$ cat config.mk
export PLATFORM = sky130hd
export DESIGN_NAME = sensor_command_sequencer
export DESIGN_NICKNAME = d
export VERILOG_FILES = /design/src/sensor_seq_pkg.sv /design/src/bit_sync.sv /design/src/conv_duration.sv /design/src/sensor_command_sequencer.sv
export VERILOG_INCLUDE_DIRS = /design/src
export SDC_FILE = /design/constraint.sdc
export NUM_CORES = 1
export LEC_CHECK = 0
export ABC_AREA = 0
export BUFFER_PORTS_ARGS = -buffer_cell sky130_fd_sc_hd__buf_2
export CAP_MARGIN = 20
export CELL_PAD_IN_SITES_DETAIL_PLACEMENT = 1
export CELL_PAD_IN_SITES_GLOBAL_PLACEMENT = 2
export CORE_MARGIN = 1.5
export CORE_UTILIZATION = 38
export DETAILED_ROUTE_END_ITERATION = 8
export MAX_ROUTING_LAYER = met4
export PLACE_DENSITY = 0.92
export SLEW_MARGIN = 15
export SYNTH_ARGS = -nofsm -noshare
export SYNTH_HDL_FRONTEND = slang
export SYNTH_SLANG_ARGS = --single-unit
$ cat constraint.sdc
create_clock -name clk_i -period 9.7 [get_ports clk_i]
set_input_delay 1.455 -clock clk_i [delete_from_list [all_inputs] [get_ports clk_i]]
set_output_delay 1.455 -clock clk_i [all_outputs]
set_load 0.05 [all_outputs]
$ cat src/sensor_seq_params.svh
// constants of the sensor command sequencer: commands, codes, times
// assumes a 200 MHz core clock; times are kept in microseconds
`ifndef SENSOR_SEQ_PARAMS_SVH
`define SENSOR_SEQ_PARAMS_SVH

`define CLK_PERIOD_NS 5
// all times round down to whole cycles
`define US_TO_CYC(t) (((t) * 1000) / `CLK_PERIOD_NS)

`define PWRUP_TIME_US 400

// temperature-only time per oversampling code 000..101
`define T_TEMP_US_0 65600
`define T_TEMP_US_1 32800
`define T_TEMP_US_2 16400
`define T_TEMP_US_3 8200
`define T_TEMP_US_4 4100
`define T_TEMP_US_5 2100
// temperature plus pressure time per oversampling code
`define T_BOTH_US_0 131100
`define T_BOTH_US_1 65600
`define T_BOTH_US_2 32800
`define T_BOTH_US_3 16400
`define T_BOTH_US_4 8200
`define T_BOTH_US_5 4100

`define CMD_SOFT_RST 8'h06
`define CMD_RD_TP 8'h10
`define CMD_RD_TA 8'h11
`define CMD_RD_P 8'h30
`define CMD_RD_A 8'h31
`define CMD_RD_T 8'h32
`define CONV_PREFIX 3'h2
`define CHNL_BOTH 2'h0
`define CHNL_TEMP 2'h2
`define OVS_MAX_CODE 3'h5
`define DECIM_BASE 13'h1000

`define DEV_ADDR 7'h76
`define BIT_LAST 3'h7
`define LANE_LAST 2'h2
`define WORD_DONE 2'h2
`define RES_PAD 4'h0
`define CNT_W 24

`endif

$ cat src/sensor_seq_pkg.sv
// types shared by the sensor command sequencer and its helpers
// assumes sensor_seq_params.svh for all numeric constants
`default_nettype none
package sensor_seq_pkg;

  typedef enum logic [4:0] {
    ST_INIT = 5'h01,
    ST_CAL = 5'h02,
    ST_SLEEP = 5'h04,
    ST_CONV_T = 5'h08,
    ST_CONV_P = 5'h10
  } seq_state_t;

  typedef enum logic [7:0] {
    I_IDLE = 8'h01,
    I_ADDR = 8'h02,
    I_ACK_A = 8'h04,
    I_WR = 8'h08,
    I_ACK_W = 8'h10,
    I_RD = 8'h20,
    I_ACK_R = 8'h40,
    I_RD_NEXT = 8'h80
  } link_state_t;

  typedef enum logic [2:0] {
    SEL_NONE = 3'h0,
    SEL_TP = 3'h1,
    SEL_TA = 3'h2,
    SEL_P = 3'h3,
    SEL_A = 3'h4,
    SEL_T = 3'h5
  } read_sel_t;

endpackage : sensor_seq_pkg
`default_nettype wire

$ cat src/bit_sync.sv
// two-flop synchroniser for pin inputs
// assumes inputs are asynchronous to clk_i; reset value is the idle level
`timescale 1ns/1ps
`default_nettype none
module bit_sync #(
  parameter int W = 2
) (
  input wire logic clk_i,
  input wire logic rst_i,
  input wire logic ce_i,
  input wire logic [W-1:0] d_i,
  output logic [W-1:0] q_o
);
  logic [W-1:0] meta_q;
  logic [W-1:0] sync_q;

  always_ff @(posedge clk_i) begin
    if (rst_i) begin
      meta_q <= '1;
      sync_q <= '1;
    end else if (ce_i) begin
      meta_q <= d_i;
      sync_q <= meta_q;
    end
  end

  assign q_o = sync_q;
endmodule : bit_sync
`default_nettype wire

$ cat src/conv_duration.sv
// conversion phase length lookup by oversampling code
// assumes a legal code 000..101; pressure phase is total minus temperature
`timescale 1ns/1ps
`default_nettype none
`include "sensor_seq_params.svh"
module conv_duration #(
  parameter int unsigned TEMP_CYC [6] = '{6{1}},
  parameter int unsigned BOTH_CYC [6] = '{6{2}}
) (
  input wire logic [2:0] ovs_i,
  input wire logic press_phase_i,
  output logic [`CNT_W-1:0] limit_o
);
  int unsigned t_cyc;
  int unsigned b_cyc;

  always_comb begin
    t_cyc = TEMP_CYC[0];
    b_cyc = BOTH_CYC[0];
    for (int i = 0; i < 6; i++) begin
      if (ovs_i == 3'(i)) begin
        t_cyc = TEMP_CYC[i];
        b_cyc = BOTH_CYC[i];
      end
    end
    if (press_phase_i) begin
      limit_o = `CNT_W'(b_cyc - t_cyc - 1); // RULE14
    end else begin
      limit_o = `CNT_W'(t_cyc - 1); // RULE14
    end
  end
endmodule : conv_duration
`default_nettype wire

$ cat src/sensor_command_sequencer.sv
// sensor command sequencer: power-up, calibration, conversions, result reads
// assumes a two-wire bus on scl/sda pins, and measurement values from
// same-clock front-end logic, valid when a conversion phase ends
`timescale 1ns/1ps
`default_nettype none
`include "sensor_seq_params.svh"
// Function
// RULE1: start power-up sequence by itself after reset
// RULE2: power-up sequence lasts about 400 us
// RULE3: ready flag set when power-up completes
// RULE4: one calibration per reset, then sleep
// RULE5: sleep, run command, return to sleep
// RULE6: pressure always preceded by temperature
// RULE7: results held in storage through sleep
// RULE8: command 0x06 aborts everything and resets
// RULE9: soft reset clears storage, reruns power-up
// RULE10: conversion byte is 010, oversampling, channel
// RULE11: channel 00 both, 10 temperature only
// RULE12: oversampling code sets decimation 4096 down to 128
// RULE13: illegal channel or oversampling fails conversion
// RULE14: conversion time follows oversampling and channel
// RULE15: compensation setting picks compensated or raw results
// RULE16: altitude refreshed when pressure measurement completes
// RULE17: 0x10 returns temperature and pressure
// RULE18: 0x11 returns temperature and altitude
// RULE19: 0x30 returns pressure only
// RULE20: 24-bit words, MSB first, top nibble unused
// RULE21: temperature is 20-bit signed hundredths degree
// RULE22: pressure is 20-bit hundredths pascal
// RULE23: altitude is 20-bit signed hundredths metre
// RULE24: bus address 1110110, 0xEC write, 0xED read
// RULE25: command frame, then separate 3/6-byte read frame
// RULE26: host waits conversion time before reading
// RULE27: unknown command bytes are ignored
module sensor_command_sequencer import sensor_seq_pkg::*; #(
  parameter int unsigned PWRUP_CYC = `US_TO_CYC(`PWRUP_TIME_US),
  parameter int unsigned TEMP_CYC [6] = '{
    `US_TO_CYC(`T_TEMP_US_0), `US_TO_CYC(`T_TEMP_US_1), `US_TO_CYC(`T_TEMP_US_2),
    `US_TO_CYC(`T_TEMP_US_3), `US_TO_CYC(`T_TEMP_US_4), `US_TO_CYC(`T_TEMP_US_5)},
  parameter int unsigned BOTH_CYC [6] = '{
    `US_TO_CYC(`T_BOTH_US_0), `US_TO_CYC(`T_BOTH_US_1), `US_TO_CYC(`T_BOTH_US_2),
    `US_TO_CYC(`T_BOTH_US_3), `US_TO_CYC(`T_BOTH_US_4), `US_TO_CYC(`T_BOTH_US_5)}
) (
  input wire logic clk_i,
  input wire logic rst_i,
  input wire logic ce_i,
  input wire logic scl_i,
  input wire logic sda_i,
  output logic sda_o,
  output logic sda_oe_n_o,
  input wire logic comp_setting_i,
  input wire logic [19:0] temp_comp_i,
  input wire logic [19:0] temp_raw_i,
  input wire logic [19:0] press_comp_i,
  input wire logic [19:0] press_raw_i,
  input wire logic [19:0] alt_i,
  output logic power_up_done_flag_o,
  output logic calibrate_o,
  output logic sleep_o,
  output logic meas_temp_o,
  output logic meas_press_o,
  output logic conv_fail_o,
  output logic [12:0] decim_rate_o
);

  function automatic logic is_conv(input logic [7:0] b);
    return b[7:5] == `CONV_PREFIX; // RULE10
  endfunction : is_conv

  function automatic logic conv_legal(input logic [7:0] b);
    logic chnl_ok;
    chnl_ok = (b[1:0] == `CHNL_BOTH) || (b[1:0] == `CHNL_TEMP); // RULE11
    return chnl_ok && (b[4:2] <= `OVS_MAX_CODE); // RULE13
  endfunction : conv_legal

  function automatic read_sel_t read_sel(input logic [7:0] b, input read_sel_t keep);
    read_sel_t s;
    unique case (b)
      `CMD_RD_TP: s = SEL_TP; // RULE17
      `CMD_RD_TA: s = SEL_TA; // RULE18
      `CMD_RD_P: s = SEL_P; // RULE19
      `CMD_RD_A: s = SEL_A;
      `CMD_RD_T: s = SEL_T;
      default: s = keep; // RULE27
    endcase
    return s;
  endfunction : read_sel

  function automatic logic [23:0] pad(input logic [19:0] v);
    return {`RES_PAD, v}; // RULE20
  endfunction : pad

  // pin synchronisation and bus event detection
  logic scl_s;
  logic sda_s;
  logic scl_p_q;
  logic sda_p_q;

  bit_sync #(
    .W(2)
  ) u_sync (
    .clk_i(clk_i),
    .rst_i(rst_i),
    .ce_i(ce_i),
    .d_i({scl_i, sda_i}),
    .q_o({scl_s, sda_s})
  );

  logic scl_rise;
  logic scl_fall;
  logic start_c;
  logic stop_c;
  assign scl_rise = scl_s & ~scl_p_q;
  assign scl_fall = ~scl_s & scl_p_q;
  assign start_c = scl_s & scl_p_q & sda_p_q & ~sda_s;
  assign stop_c = scl_s & scl_p_q & ~sda_p_q & sda_s;

  // sequencer state
  seq_state_t st_q, st_d;
  logic [`CNT_W-1:0] cnt_q, cnt_d;
  logic [2:0] ovs_q, ovs_d;
  logic both_q, both_d;
  logic [19:0] temp_q, temp_d;
  logic [19:0] press_q, press_d;
  logic [19:0] alt_q, alt_d;
  read_sel_t sel_q, sel_d;
  logic ready_q, ready_d;
  logic cal_q, cal_d;
  logic fail_q, fail_d;
  logic [12:0] decim_q, decim_d;

  // link state
  link_state_t ln_q, ln_d;
  logic [2:0] bit_q, bit_d;
  logic [6:0] sh_q, sh_d;
  logic oe_n_q, oe_n_d;
  logic ack_on_q, ack_on_d;
  logic rw_q, rw_d;
  logic [1:0] word_q, word_d;
  logic [1:0] lane_q, lane_d;
  logic stb_q, stb_d;
  logic [7:0] cmd_q, cmd_d;

  logic [`CNT_W-1:0] conv_limit;

  conv_duration #(
    .TEMP_CYC(TEMP_CYC),
    .BOTH_CYC(BOTH_CYC)
  ) u_dur (
    .ovs_i(ovs_q),
    .press_phase_i(st_q == ST_CONV_P),
    .limit_o(conv_limit)
  );

  // byte presented on a read frame, chosen by the last read command
  logic [23:0] word_v;
  logic [7:0] cur_byte;

  always_comb begin
    word_v = 24'h000000;
    if (word_q == 2'h0) begin
      unique case (sel_q)
        SEL_TP, SEL_TA, SEL_T: word_v = pad(temp_q); // RULE21
        SEL_P: word_v = pad(press_q); // RULE22
        SEL_A: word_v = pad(alt_q); // RULE23
        default: word_v = 24'h000000;
      endcase
    end else if (word_q == 2'h1) begin
      unique case (sel_q)
        SEL_TP: word_v = pad(press_q); // RULE17
        SEL_TA: word_v = pad(alt_q); // RULE18
        default: word_v = 24'h000000;
      endcase
    end
    unique case (lane_q)
      2'h0: cur_byte = word_v[23:16]; // RULE20
      2'h1: cur_byte = word_v[15:8];
      default: cur_byte = word_v[7:0];
    endcase
  end

  // sequencer next state
  always_comb begin
    st_d = st_q;
    cnt_d = cnt_q;
    ovs_d = ovs_q;
    both_d = both_q;
    temp_d = temp_q;
    press_d = press_q;
    alt_d = alt_q;
    sel_d = sel_q;
    ready_d = ready_q;
    cal_d = 1'b0;
    fail_d = fail_q;
    decim_d = decim_q;
    if (stb_q && cmd_q == `CMD_SOFT_RST) begin
      st_d = ST_INIT; // RULE8
      cnt_d = '0;
      temp_d = '0; // RULE9
      press_d = '0;
      alt_d = '0;
      sel_d = SEL_NONE;
      ready_d = 1'b0;
      fail_d = 1'b0;
      ovs_d = 3'h0;
      both_d = 1'b0;
      decim_d = `DECIM_BASE;
    end else begin
      if (stb_q) begin
        sel_d = read_sel(cmd_q, sel_q); // RULE25
      end
      unique case (st_q)
        ST_INIT: begin
          cnt_d = cnt_q + 1'b1;
          if (cnt_q == `CNT_W'(PWRUP_CYC - 1)) begin
            st_d = ST_CAL; // RULE2
            cnt_d = '0;
          end
        end
        ST_CAL: begin
          cal_d = 1'b1; // RULE4
          ready_d = 1'b1; // RULE3
          st_d = ST_SLEEP;
        end
        ST_SLEEP: begin
          if (stb_q && is_conv(cmd_q)) begin
            if (conv_legal(cmd_q)) begin
              st_d = ST_CONV_T; // RULE5
              cnt_d = '0;
              ovs_d = cmd_q[4:2];
              both_d = cmd_q[1:0] == `CHNL_BOTH; // RULE11
              decim_d = `DECIM_BASE >> cmd_q[4:2]; // RULE12
              fail_d = 1'b0;
            end else begin
              fail_d = 1'b1; // RULE13
            end
          end
        end
        ST_CONV_T: begin
          cnt_d = cnt_q + 1'b1;
          if (cnt_q == conv_limit) begin
            cnt_d = '0;
            temp_d = comp_setting_i ? temp_comp_i : temp_raw_i; // RULE15
            st_d = both_q ? ST_CONV_P : ST_SLEEP; // RULE6
          end
        end
        ST_CONV_P: begin
          cnt_d = cnt_q + 1'b1;
          if (cnt_q == conv_limit) begin
            cnt_d = '0;
            press_d = comp_setting_i ? press_comp_i : press_raw_i; // RULE15
            alt_d = alt_i; // RULE16
            st_d = ST_SLEEP; // RULE5
          end
        end
      endcase
    end
  end

  // rst_i is the power-on reset: it lands in the power-up sequence
  always_ff @(posedge clk_i) begin
    if (rst_i) begin
      st_q <= ST_INIT; // RULE1
      cnt_q <= '0;
      ovs_q <= 3'h0;
      both_q <= 1'b0;
      temp_q <= '0;
      press_q <= '0;
      alt_q <= '0;
      sel_q <= SEL_NONE;
      ready_q <= 1'b0;
      cal_q <= 1'b0;
      fail_q <= 1'b0;
      decim_q <= `DECIM_BASE;
    end else if (ce_i) begin
      st_q <= st_d;
      cnt_q <= cnt_d;
      ovs_q <= ovs_d;
      both_q <= both_d;
      temp_q <= temp_d; // RULE7
      press_q <= press_d;
      alt_q <= alt_d;
      sel_q <= sel_d;
      ready_q <= ready_d;
      cal_q <= cal_d;
      fail_q <= fail_d;
      decim_q <= decim_d;
    end
  end

  // bus slave next state; the address byte is acknowledged only on a match, every written byte is acknowledged, decoding happens later
  always_comb begin
    ln_d = ln_q;
    bit_d = bit_q;
    sh_d = sh_q;
    oe_n_d = oe_n_q;
    ack_on_d = ack_on_q;
    rw_d = rw_q;
    word_d = word_q;
    lane_d = lane_q;
    stb_d = 1'b0;
    cmd_d = cmd_q;
    if (start_c) begin
      ln_d = I_ADDR;
      bit_d = 3'h0;
      oe_n_d = 1'b1;
      ack_on_d = 1'b0;
    end else if (stop_c) begin
      ln_d = I_IDLE;
      oe_n_d = 1'b1;
    end else begin
      unique case (ln_q)
        I_IDLE: oe_n_d = 1'b1;
        I_ADDR, I_WR: begin
          if (scl_rise) begin
            sh_d = {sh_q[5:0], sda_s};
            bit_d = bit_q + 3'h1;
            if (bit_q == `BIT_LAST) begin
              if (ln_q == I_WR) begin
                stb_d = 1'b1;
                cmd_d = {sh_q, sda_s};
                ln_d = I_ACK_W;
              end else if (sh_q == `DEV_ADDR) begin
                rw_d = sda_s; // RULE24
                word_d = 2'h0;
                lane_d = 2'h0;
                ln_d = I_ACK_A;
              end else begin
                ln_d = I_IDLE;
              end
            end
          end
        end
        I_ACK_A, I_ACK_W: begin
          if (scl_fall) begin
            if (!ack_on_q) begin
              oe_n_d = 1'b0;
              ack_on_d = 1'b1;
            end else begin
              ack_on_d = 1'b0;
              bit_d = 3'h0;
              if (ln_q == I_ACK_A && rw_q) begin
                ln_d = I_RD; // RULE25
                oe_n_d = cur_byte[7];
              end else begin
                ln_d = I_WR;
                oe_n_d = 1'b1;
              end
            end
          end
        end
        I_RD: begin
          if (scl_rise) begin
            bit_d = bit_q + 3'h1;
            if (bit_q == `BIT_LAST) begin
              ln_d = I_ACK_R;
            end
          end
          if (scl_fall) begin
            oe_n_d = cur_byte[`BIT_LAST - bit_q]; // RULE20
          end
        end
        I_ACK_R: begin
          if (scl_fall) begin
            oe_n_d = 1'b1;
          end
          if (scl_rise) begin
            if (!sda_s) begin
              ln_d = I_RD_NEXT;
              if (lane_q == `LANE_LAST) begin
                lane_d = 2'h0;
                word_d = (word_q == `WORD_DONE) ? word_q : word_q + 2'h1;
              end else begin
                lane_d = lane_q + 2'h1;
              end
            end else begin
              ln_d = I_IDLE;
            end
          end
        end
        I_RD_NEXT: begin
          if (scl_fall) begin
            oe_n_d = cur_byte[7];
            ln_d = I_RD;
          end
        end
        default: begin
          ln_d = I_IDLE;
          oe_n_d = 1'b1;
        end
      endcase
    end
  end

  always_ff @(posedge clk_i) begin
    if (rst_i) begin
      scl_p_q <= 1'b1;
      sda_p_q <= 1'b1;
      ln_q <= I_IDLE;
      bit_q <= 3'h0;
      sh_q <= 7'h00;
      oe_n_q <= 1'b1;
      ack_on_q <= 1'b0;
      rw_q <= 1'b0;
      word_q <= 2'h0;
      lane_q <= 2'h0;
      stb_q <= 1'b0;
      cmd_q <= 8'h00;
    end else if (ce_i) begin
      scl_p_q <= scl_s;
      sda_p_q <= sda_s;
      ln_q <= ln_d;
      bit_q <= bit_d;
      sh_q <= sh_d;
      oe_n_q <= oe_n_d;
      ack_on_q <= ack_on_d;
      rw_q <= rw_d;
      word_q <= word_d;
      lane_q <= lane_d;
      stb_q <= stb_d;
      cmd_q <= cmd_d;
    end
  end

  // status outputs are registered copies of the state
  logic sleep_q;
  logic meas_t_q;
  logic meas_p_q;
  always_ff @(posedge clk_i) begin
    if (rst_i) begin
      sleep_q <= 1'b0;
      meas_t_q <= 1'b0;
      meas_p_q <= 1'b0;
    end else if (ce_i) begin
      sleep_q <= st_d == ST_SLEEP;
      meas_t_q <= st_d == ST_CONV_T;
      meas_p_q <= st_d == ST_CONV_P;
    end
  end

  // open-drain: the pin only ever pulls low
  assign sda_o = 1'b0;
  assign sda_oe_n_o = oe_n_q;
  assign power_up_done_flag_o = ready_q;
  assign calibrate_o = cal_q;
  assign sleep_o = sleep_q;
  assign meas_temp_o = meas_t_q;
  assign meas_press_o = meas_p_q;
  assign conv_fail_o = fail_q;
  assign decim_rate_o = decim_q;

endmodule : sensor_command_sequencer
`default_nettype wire

## Word-level counts from Yosys, hierarchy flattened

Index checks and enable logic that the tools add are counted.

- Bits in registers: 155
- Word-level logic and storage cells: 285

- Add/sub/neg operators: 8
- $lt $le $gt $ge: 2
- Eq/ne operators: 68
- Shift operators: 1
- Mux-type cells: 120
- Bitwise gates (word level): 14
- Reductions and logical operators: 43

Operators by type and width:

| kind | count |
|---|---|
| $mux W24 | 16 |
| $mux W20 | 12 |
| $mux W8 | 11 |
| $pmux W24 S3 | 1 |
| $pmux W20 S3 | 1 |
| $mux W13 | 4 |
| $pmux W8 S6 | 1 |
| $sub A24 B1 Y24 const B | 2 |
| $mux W5 | 8 |
| $ne A4 B4 Y1 const B | 10 |
| $pmux W20 S2 | 1 |
| $mux W3 | 12 |
| $eq A8 B6 Y1 const B | 4 |
| $mux W1 | 32 |
| $pmux W5 S5 | 1 |
| $add A24 B1 Y24 const B | 1 |
| $eq A24 B17 Y1 const B | 1 |
| $eq A24 B24 Y1 | 1 |
| $eq A8 B5 Y1 const B | 3 |
| $sub A24 B24 Y24 | 1 |
| $mux W23 | 1 |
| $mux W2 | 11 |
| $reduce_bool A2 Y1 | 11 |
| $reduce_and A10 Y1 | 2 |
| other kinds (51) | 108 |

## Logic depth before layout (Yosys ltp)

- Depth after elaboration: 14
- Depth in mapped cells: 19

## By module

Synthesis repeated with hierarchy kept, for this count alone.

- Cells, all modules: 1196
- Area, all modules: 9809.4 µm²

Modules (own cells, without submodules):

| module | instances | cells an instance | area each (µm²) |
|---|---|---|---|
| sensor_command_sequencer | 1 | 1005 | 8475.6 |
| conv_duration | 1 | 179 | 1193.6 |
| bit_sync | 1 | 12 | 140.1 |

## Worst setup path after synthesis

No wires, ideal clock.

- Kind: register -> register
- From: reg ovs_q[2]
- To: reg cnt_q[6]
- Library setup time: 122 ps
- Arrival time: 4024 ps
- Path slack: 5555 ps
- Stages on the path, launching flop included: 18
- Path buffers: 3
- Period minus slack after synthesis: 4145 ps
- Cells stage by stage: dfxtp_1 -> buf_6 -> clkbuf_1 -> clkbuf_1 -> inv_1 -> ha_1 -> inv_1 -> ha_1 -> o21a_1 -> nor2_1 -> nor4_1 -> xnor2_1 -> o311a_1 -> or4_1 -> or4_4 -> o21ai_1 -> a21oi_1 -> o311a_1

- Word-level cells in the longest chain between the ends: 13
- Elaborated cells on any way between the ends: 23

RTL lines:

| item | line | source |
|---|---|---|
| from (decl) | sensor_command_sequencer.sv:121 | `logic [2:0] ovs_q, ovs_d;` |
| from (signal assigned) | sensor_command_sequencer.sv:278 | `ovs_q <= ovs_d;` |
| $eq A3 B1 Y1 | conv_duration.sv:21 | `if (ovs_i == 3'(i)) begin` |
| $mux W23 or $mux W24 (tied branches) | conv_duration.sv:21 |  |
| $mux W24 (4 in a row) | conv_duration.sv:21 |  |
| $sub A24 B24 Y24 | conv_duration.sv:27 | `` limit_o = `CNT_W'(b_cyc - t_cyc - 1); `` |
| $sub A24 B1 Y24 | conv_duration.sv:27 |  |
| $mux W24 * | conv_duration.sv:26 | `if (press_phase_i) begin` |
| $eq A24 B24 Y1 * | sensor_command_sequencer.sv:241, sensor_command_sequencer.sv:249 |  |
| $mux W24 * | sensor_command_sequencer.sv:241, sensor_command_sequencer.sv:249 |  |
| $pmux W24 S3 * | sensor_command_sequencer.sv:212 | `unique case (st_q)` |
| $mux W24 * | sensor_command_sequencer.sv:196 | `` if (stb_q && cmd_q == `CMD_SOFT_RST) begin `` |
| to (signal assigned) | sensor_command_sequencer.sv:277 | `cnt_q <= cnt_d;` |
| to (decl) | sensor_command_sequencer.sv:120 | `` logic [`CNT_W-1:0] cnt_q, cnt_d; `` |

Every way passes the cells marked *; elsewhere a longest branch is shown, timed or not.
A chain may end at the register's enable or synchronous reset.

## Worst setup path after layout

- From: reg ovs_q[1]
- To: reg press_q[10]

- Word-level cells in the longest chain between the ends: 12
- Elaborated cells on any way between the ends: 22

RTL lines:

| item | line | source |
|---|---|---|
| $eq A3 B1 Y1 | conv_duration.sv:21 |  |
| $mux W23 or $mux W24 (tied branches) | conv_duration.sv:21 |  |
| $mux W24 (4 in a row) | conv_duration.sv:21 |  |
| $sub A24 B24 Y24 | conv_duration.sv:27 |  |
| $sub A24 B1 Y24 | conv_duration.sv:27 |  |
| $mux W24 * | conv_duration.sv:26 |  |
| $eq A24 B24 Y1 * | sensor_command_sequencer.sv:249 | `if (cnt_q == conv_limit) begin` |
| $reduce_bool A2 Y1 (no source line) * | n/a |  |
| $reduce_and A3 Y1 (no source line) * | n/a |  |
| to (signal assigned) | sensor_command_sequencer.sv:281 | `press_q <= press_d;` |
| to (decl) | sensor_command_sequencer.sv:124 | `logic [19:0] press_q, press_d;` |

Marked as above.

==> results by group <==
Critical path
  • Crit path max-delay cell type: dfxtp_1
  • Worst setup SP type: register
  • Reg2reg path depth: 13
  • Flop-to-flop setup slack: 4.30 ns
  • WS Path Type: register to register
  • CP Buf/Inv Count: 0
  • Most frequent CP cell: xnor2_1
  • Critical Path Source: ovs_q[1]$_SDFFE_PP0P_
  • CP delay by family, top: simple AND/OR/NAND/NOR gates
  • Crit path cell chain: nor2_1 > xnor2_1 > ha_1 > nor3b_1 > o311a_1 > nor3_1 > o31ai_1 > xnor2_1 > or4_1 > or4_4 > nor2_4 > nand3_2 > o2bb2ai_2
  • Critical path data arrival time: 5.76 ns
  • Endpoint class of the critical path: register
  • Worst path depth: 13
  • Data required, critical path: 10.06 ns
  • Largest stage delay on the critical path: 0.96 ns
  • Worst Path Max Fanout: 28
  • RR Startpoint: ovs_q[1]$_SDFFE_PP0P_

STA
  • Unrepaired setup endpoints after global routing: false
  • Worst Skew: 0.0141 ns
  • Worst Hold Slack: 0.455 ns
  • Slew @ Worst Pin: 0.986 ns
  • Final-report hold violation count: 0
  • Final period utilization: 0.557
  • Fmax: 185 MHz
  • # setup viols final: 0
  • Total negative setup slack: 0 ns
  • Final Max Slew Viols: 0
  • Post-route minimum period: 5.40 ns
  • Relative slew slack: 0.342

Detailed routing
  • Vias: 8813
  • DR DRC count: 0
  • DRT Wirelength: 29.6 mm
  • DRT antenna net count: 0
  • 1st-pass router iterations: 5
  • Vias per cell: 5.95
  • Initial DRC Count: 495
  • Routed wire per std cell: 20.0 um

Power and ir drop
  • Logic pwr share: 0.063
  • Flop pwr share: 0.439
  • Switching share of total power: 0.276
  • Clk pwr share: 0.498
  • Pint: 1.03 mW
  • Leak: 3.97 nW
  • NetSw: 0.392 mW
  • Pwr Density: 134 nW/um2
  • VDD IR-drop max: 0.0863 mV

Clock network
  • Postcts setup bufs: 0
  • CTS Sinks: 150
  • CTS max path bufs: 2
  • CTS tree: built
  • Number of CTS-inserted buffers: 17
  • H-tree lvl count: 4
  • Worst-skew pair later-pin latency: 0.44 ns
  • # resized after CTS: 0
  • Root Driver: clkbuf_16
  • Post-cts hold buffer count: 0
  • Reg clk slew, reported paths: 0.08 ns

Yosys
  • Primary FF master, synth: dfxtp_1
  • Sequential share of the synthesized area: 0.324
  • Ys Warns: 0
  • Area leader, netlist: dfxtp_1
  • Synth top area cells: dfxtp_1 32%, mux2i_1 7.0%, o2bb2ai_2 6.5%
  • Fraction of registers with async set/reset: 0
  • Top-count cell post-synth: dfxtp_1
  • Post-synth top cells: 150 x dfxtp_1, 101 x nand2_1, 81 x nor2_1
  • Unique cell type count in the Yosys netlist: 81
  • Yosys top cell area share: 0.324
  • Synth Instances: 1077
  • Register bit total from synthesis: 150
  • Post-Syn Area per Cell: 8.59 um2
  • EDFF count, synth: 0
  • Cell Area, Synth: 9260 um2

Floorplanning
  • Full die area: 25300 um2
  • Site Rows: 56
  • Height of the chip: 159 um
  • Core ar.: 23700 um2
  • Initial Util: 0.391
  • Die width: 159 um
  • I/O pin total: 127

Finish
  • # diodes: 0
  • Area grow syn2layout: 14.4%
  • Nets@finish: 1273
  • Layout cells sized above 1: 0.198

GRT
  • GRT overflow: 0
  • Vias in the first global route: 9102
  • GRT Total Usage: 0.243
  • Largest net degree at the start of global routing: 63
  • First-pass GRT wire length: 49.3 mm
  • Initial antenna violation count: 0

Run
  • Max-cap violations: 0

Run status
  • Outcome: finished clean

Placed design
  • Routability Congestion: 0.951
  • IO buf count: 120
  • Hpwl dp: 21.0 mm

Worst hold path
  • Min-Delay Path Class: register to register
  • Hold Crit Start: decim_rate_o[9]$_SDFFE_PP0P_
  • Worst hold stages: 2
[power groups by stage]
stage               clock network, mW  logic [mW]  registers [mW]
detailed placement                  0      0.0891           0.638
floorplan                           0      0.0552           0.636
global route                    0.744      0.0981           0.624
global placement                    0      0.0865           0.638
CTS                             0.716      0.0895           0.624
finish                          0.708      0.0892           0.624
[cells by family (layout without fill, tap and decap cells)]
family	count (synthesis)	count (layout)	share of synthesized area
other	1	6	0.000405
adders and majority gates	19	19	0.0257
xor gates and xnor gates	27	27	0.0256
muxes	66	66	0.0715
DFF	150	150	0.324
AOI/OAI and AO/OA	337	337	0.290
and+or+nand+nor	361	361	0.201
buffers and inverters	116	195	0.0621
[layout make-up]
class                      instances  area [um2]
fill                            2834       13100
multi-input combinational        816        5730
sequential                       150        3000
timing repair buffer             135         726
clock buffer                      17         425
tap                              319         399
clock inverter                    15         200
inverter                          28         105
[worst paths after layout]
kind                             endpoint
max              press_q[10]$_SDFFE_PP0P_
max reg2reg      press_q[10]$_SDFFE_PP0P_
min reg2reg  decim_rate_o[9]$_SDFFE_PP0P_
min          decim_rate_o[9]$_SDFFE_PP0P_
[flip-flops by register name, indices dropped and copies added (netlist names), 2 cells and up]
| name | count |
|---|---|
| alt_q | 20 |
| bit_q | 3 |
| cmd_q | 8 |
| cnt_q | 24 |
| decim_rate_o | 8 |
| lane_q | 2 |
| ln_q | 8 |
| ovs_q | 3 |
| press_q | 20 |
| sel_q | 3 |
| sh_q | 7 |
| st_q | 5 |
| temp_q | 20 |
| u_sync.meta_q | 2 |
| u_sync.q_o | 2 |
| word_q | 2 |
[worst register-to-register path, delay by kind of cell (launching register included)]
family / cells / cell delay (ns)
simple gates: 7 / 2.62
flops: 1 / 0.96
compound gates: 3 / 0.93
xor+xnor: 2 / 0.42
fa+ha+maj: 1 / 0.40
[through the flow]
step / area (um2) / cells / total power [mW] / utilization / setup slack, ns
final: 10600 / 1480 / 1.42 / 0.447 / 4.30
after global routing: 10600 / 1480 / 1.47 / 0.447 / 3.83
after CTS: 10600 / 1479 / 1.43 / 0.446 / 4.39
after detailed placement: 9950 / 1447 / 0.727 / 0.420 / 4.37
after global placement: 9950 / 1447 / 0.725 / 0.420 / 4.54
after floorplan: 9270 / 1082 / 0.692 / - / 5.55
[layout by cell type (no fill, tap or decap), drive strengths merged, types with 20 or more instances in the layout]
cell type and instances:
inv 35, a21oi 75, o21ai 39, a22oi 21, nor3 22, nand2 101, dfxtp 150, a22o 22
mux2i 65, nor2 83, buf 135, o2bb2ai 40, and3 20, nand3 27
[metal layers]
metal	share of wire	global-route usage
met2	0.51	0.421
met4	0.017	0.0579
met3	0.041	0.0386
met1	0.44	0.293
met5	0	-
Note: power is estimated with default switching activity, not from simulation.
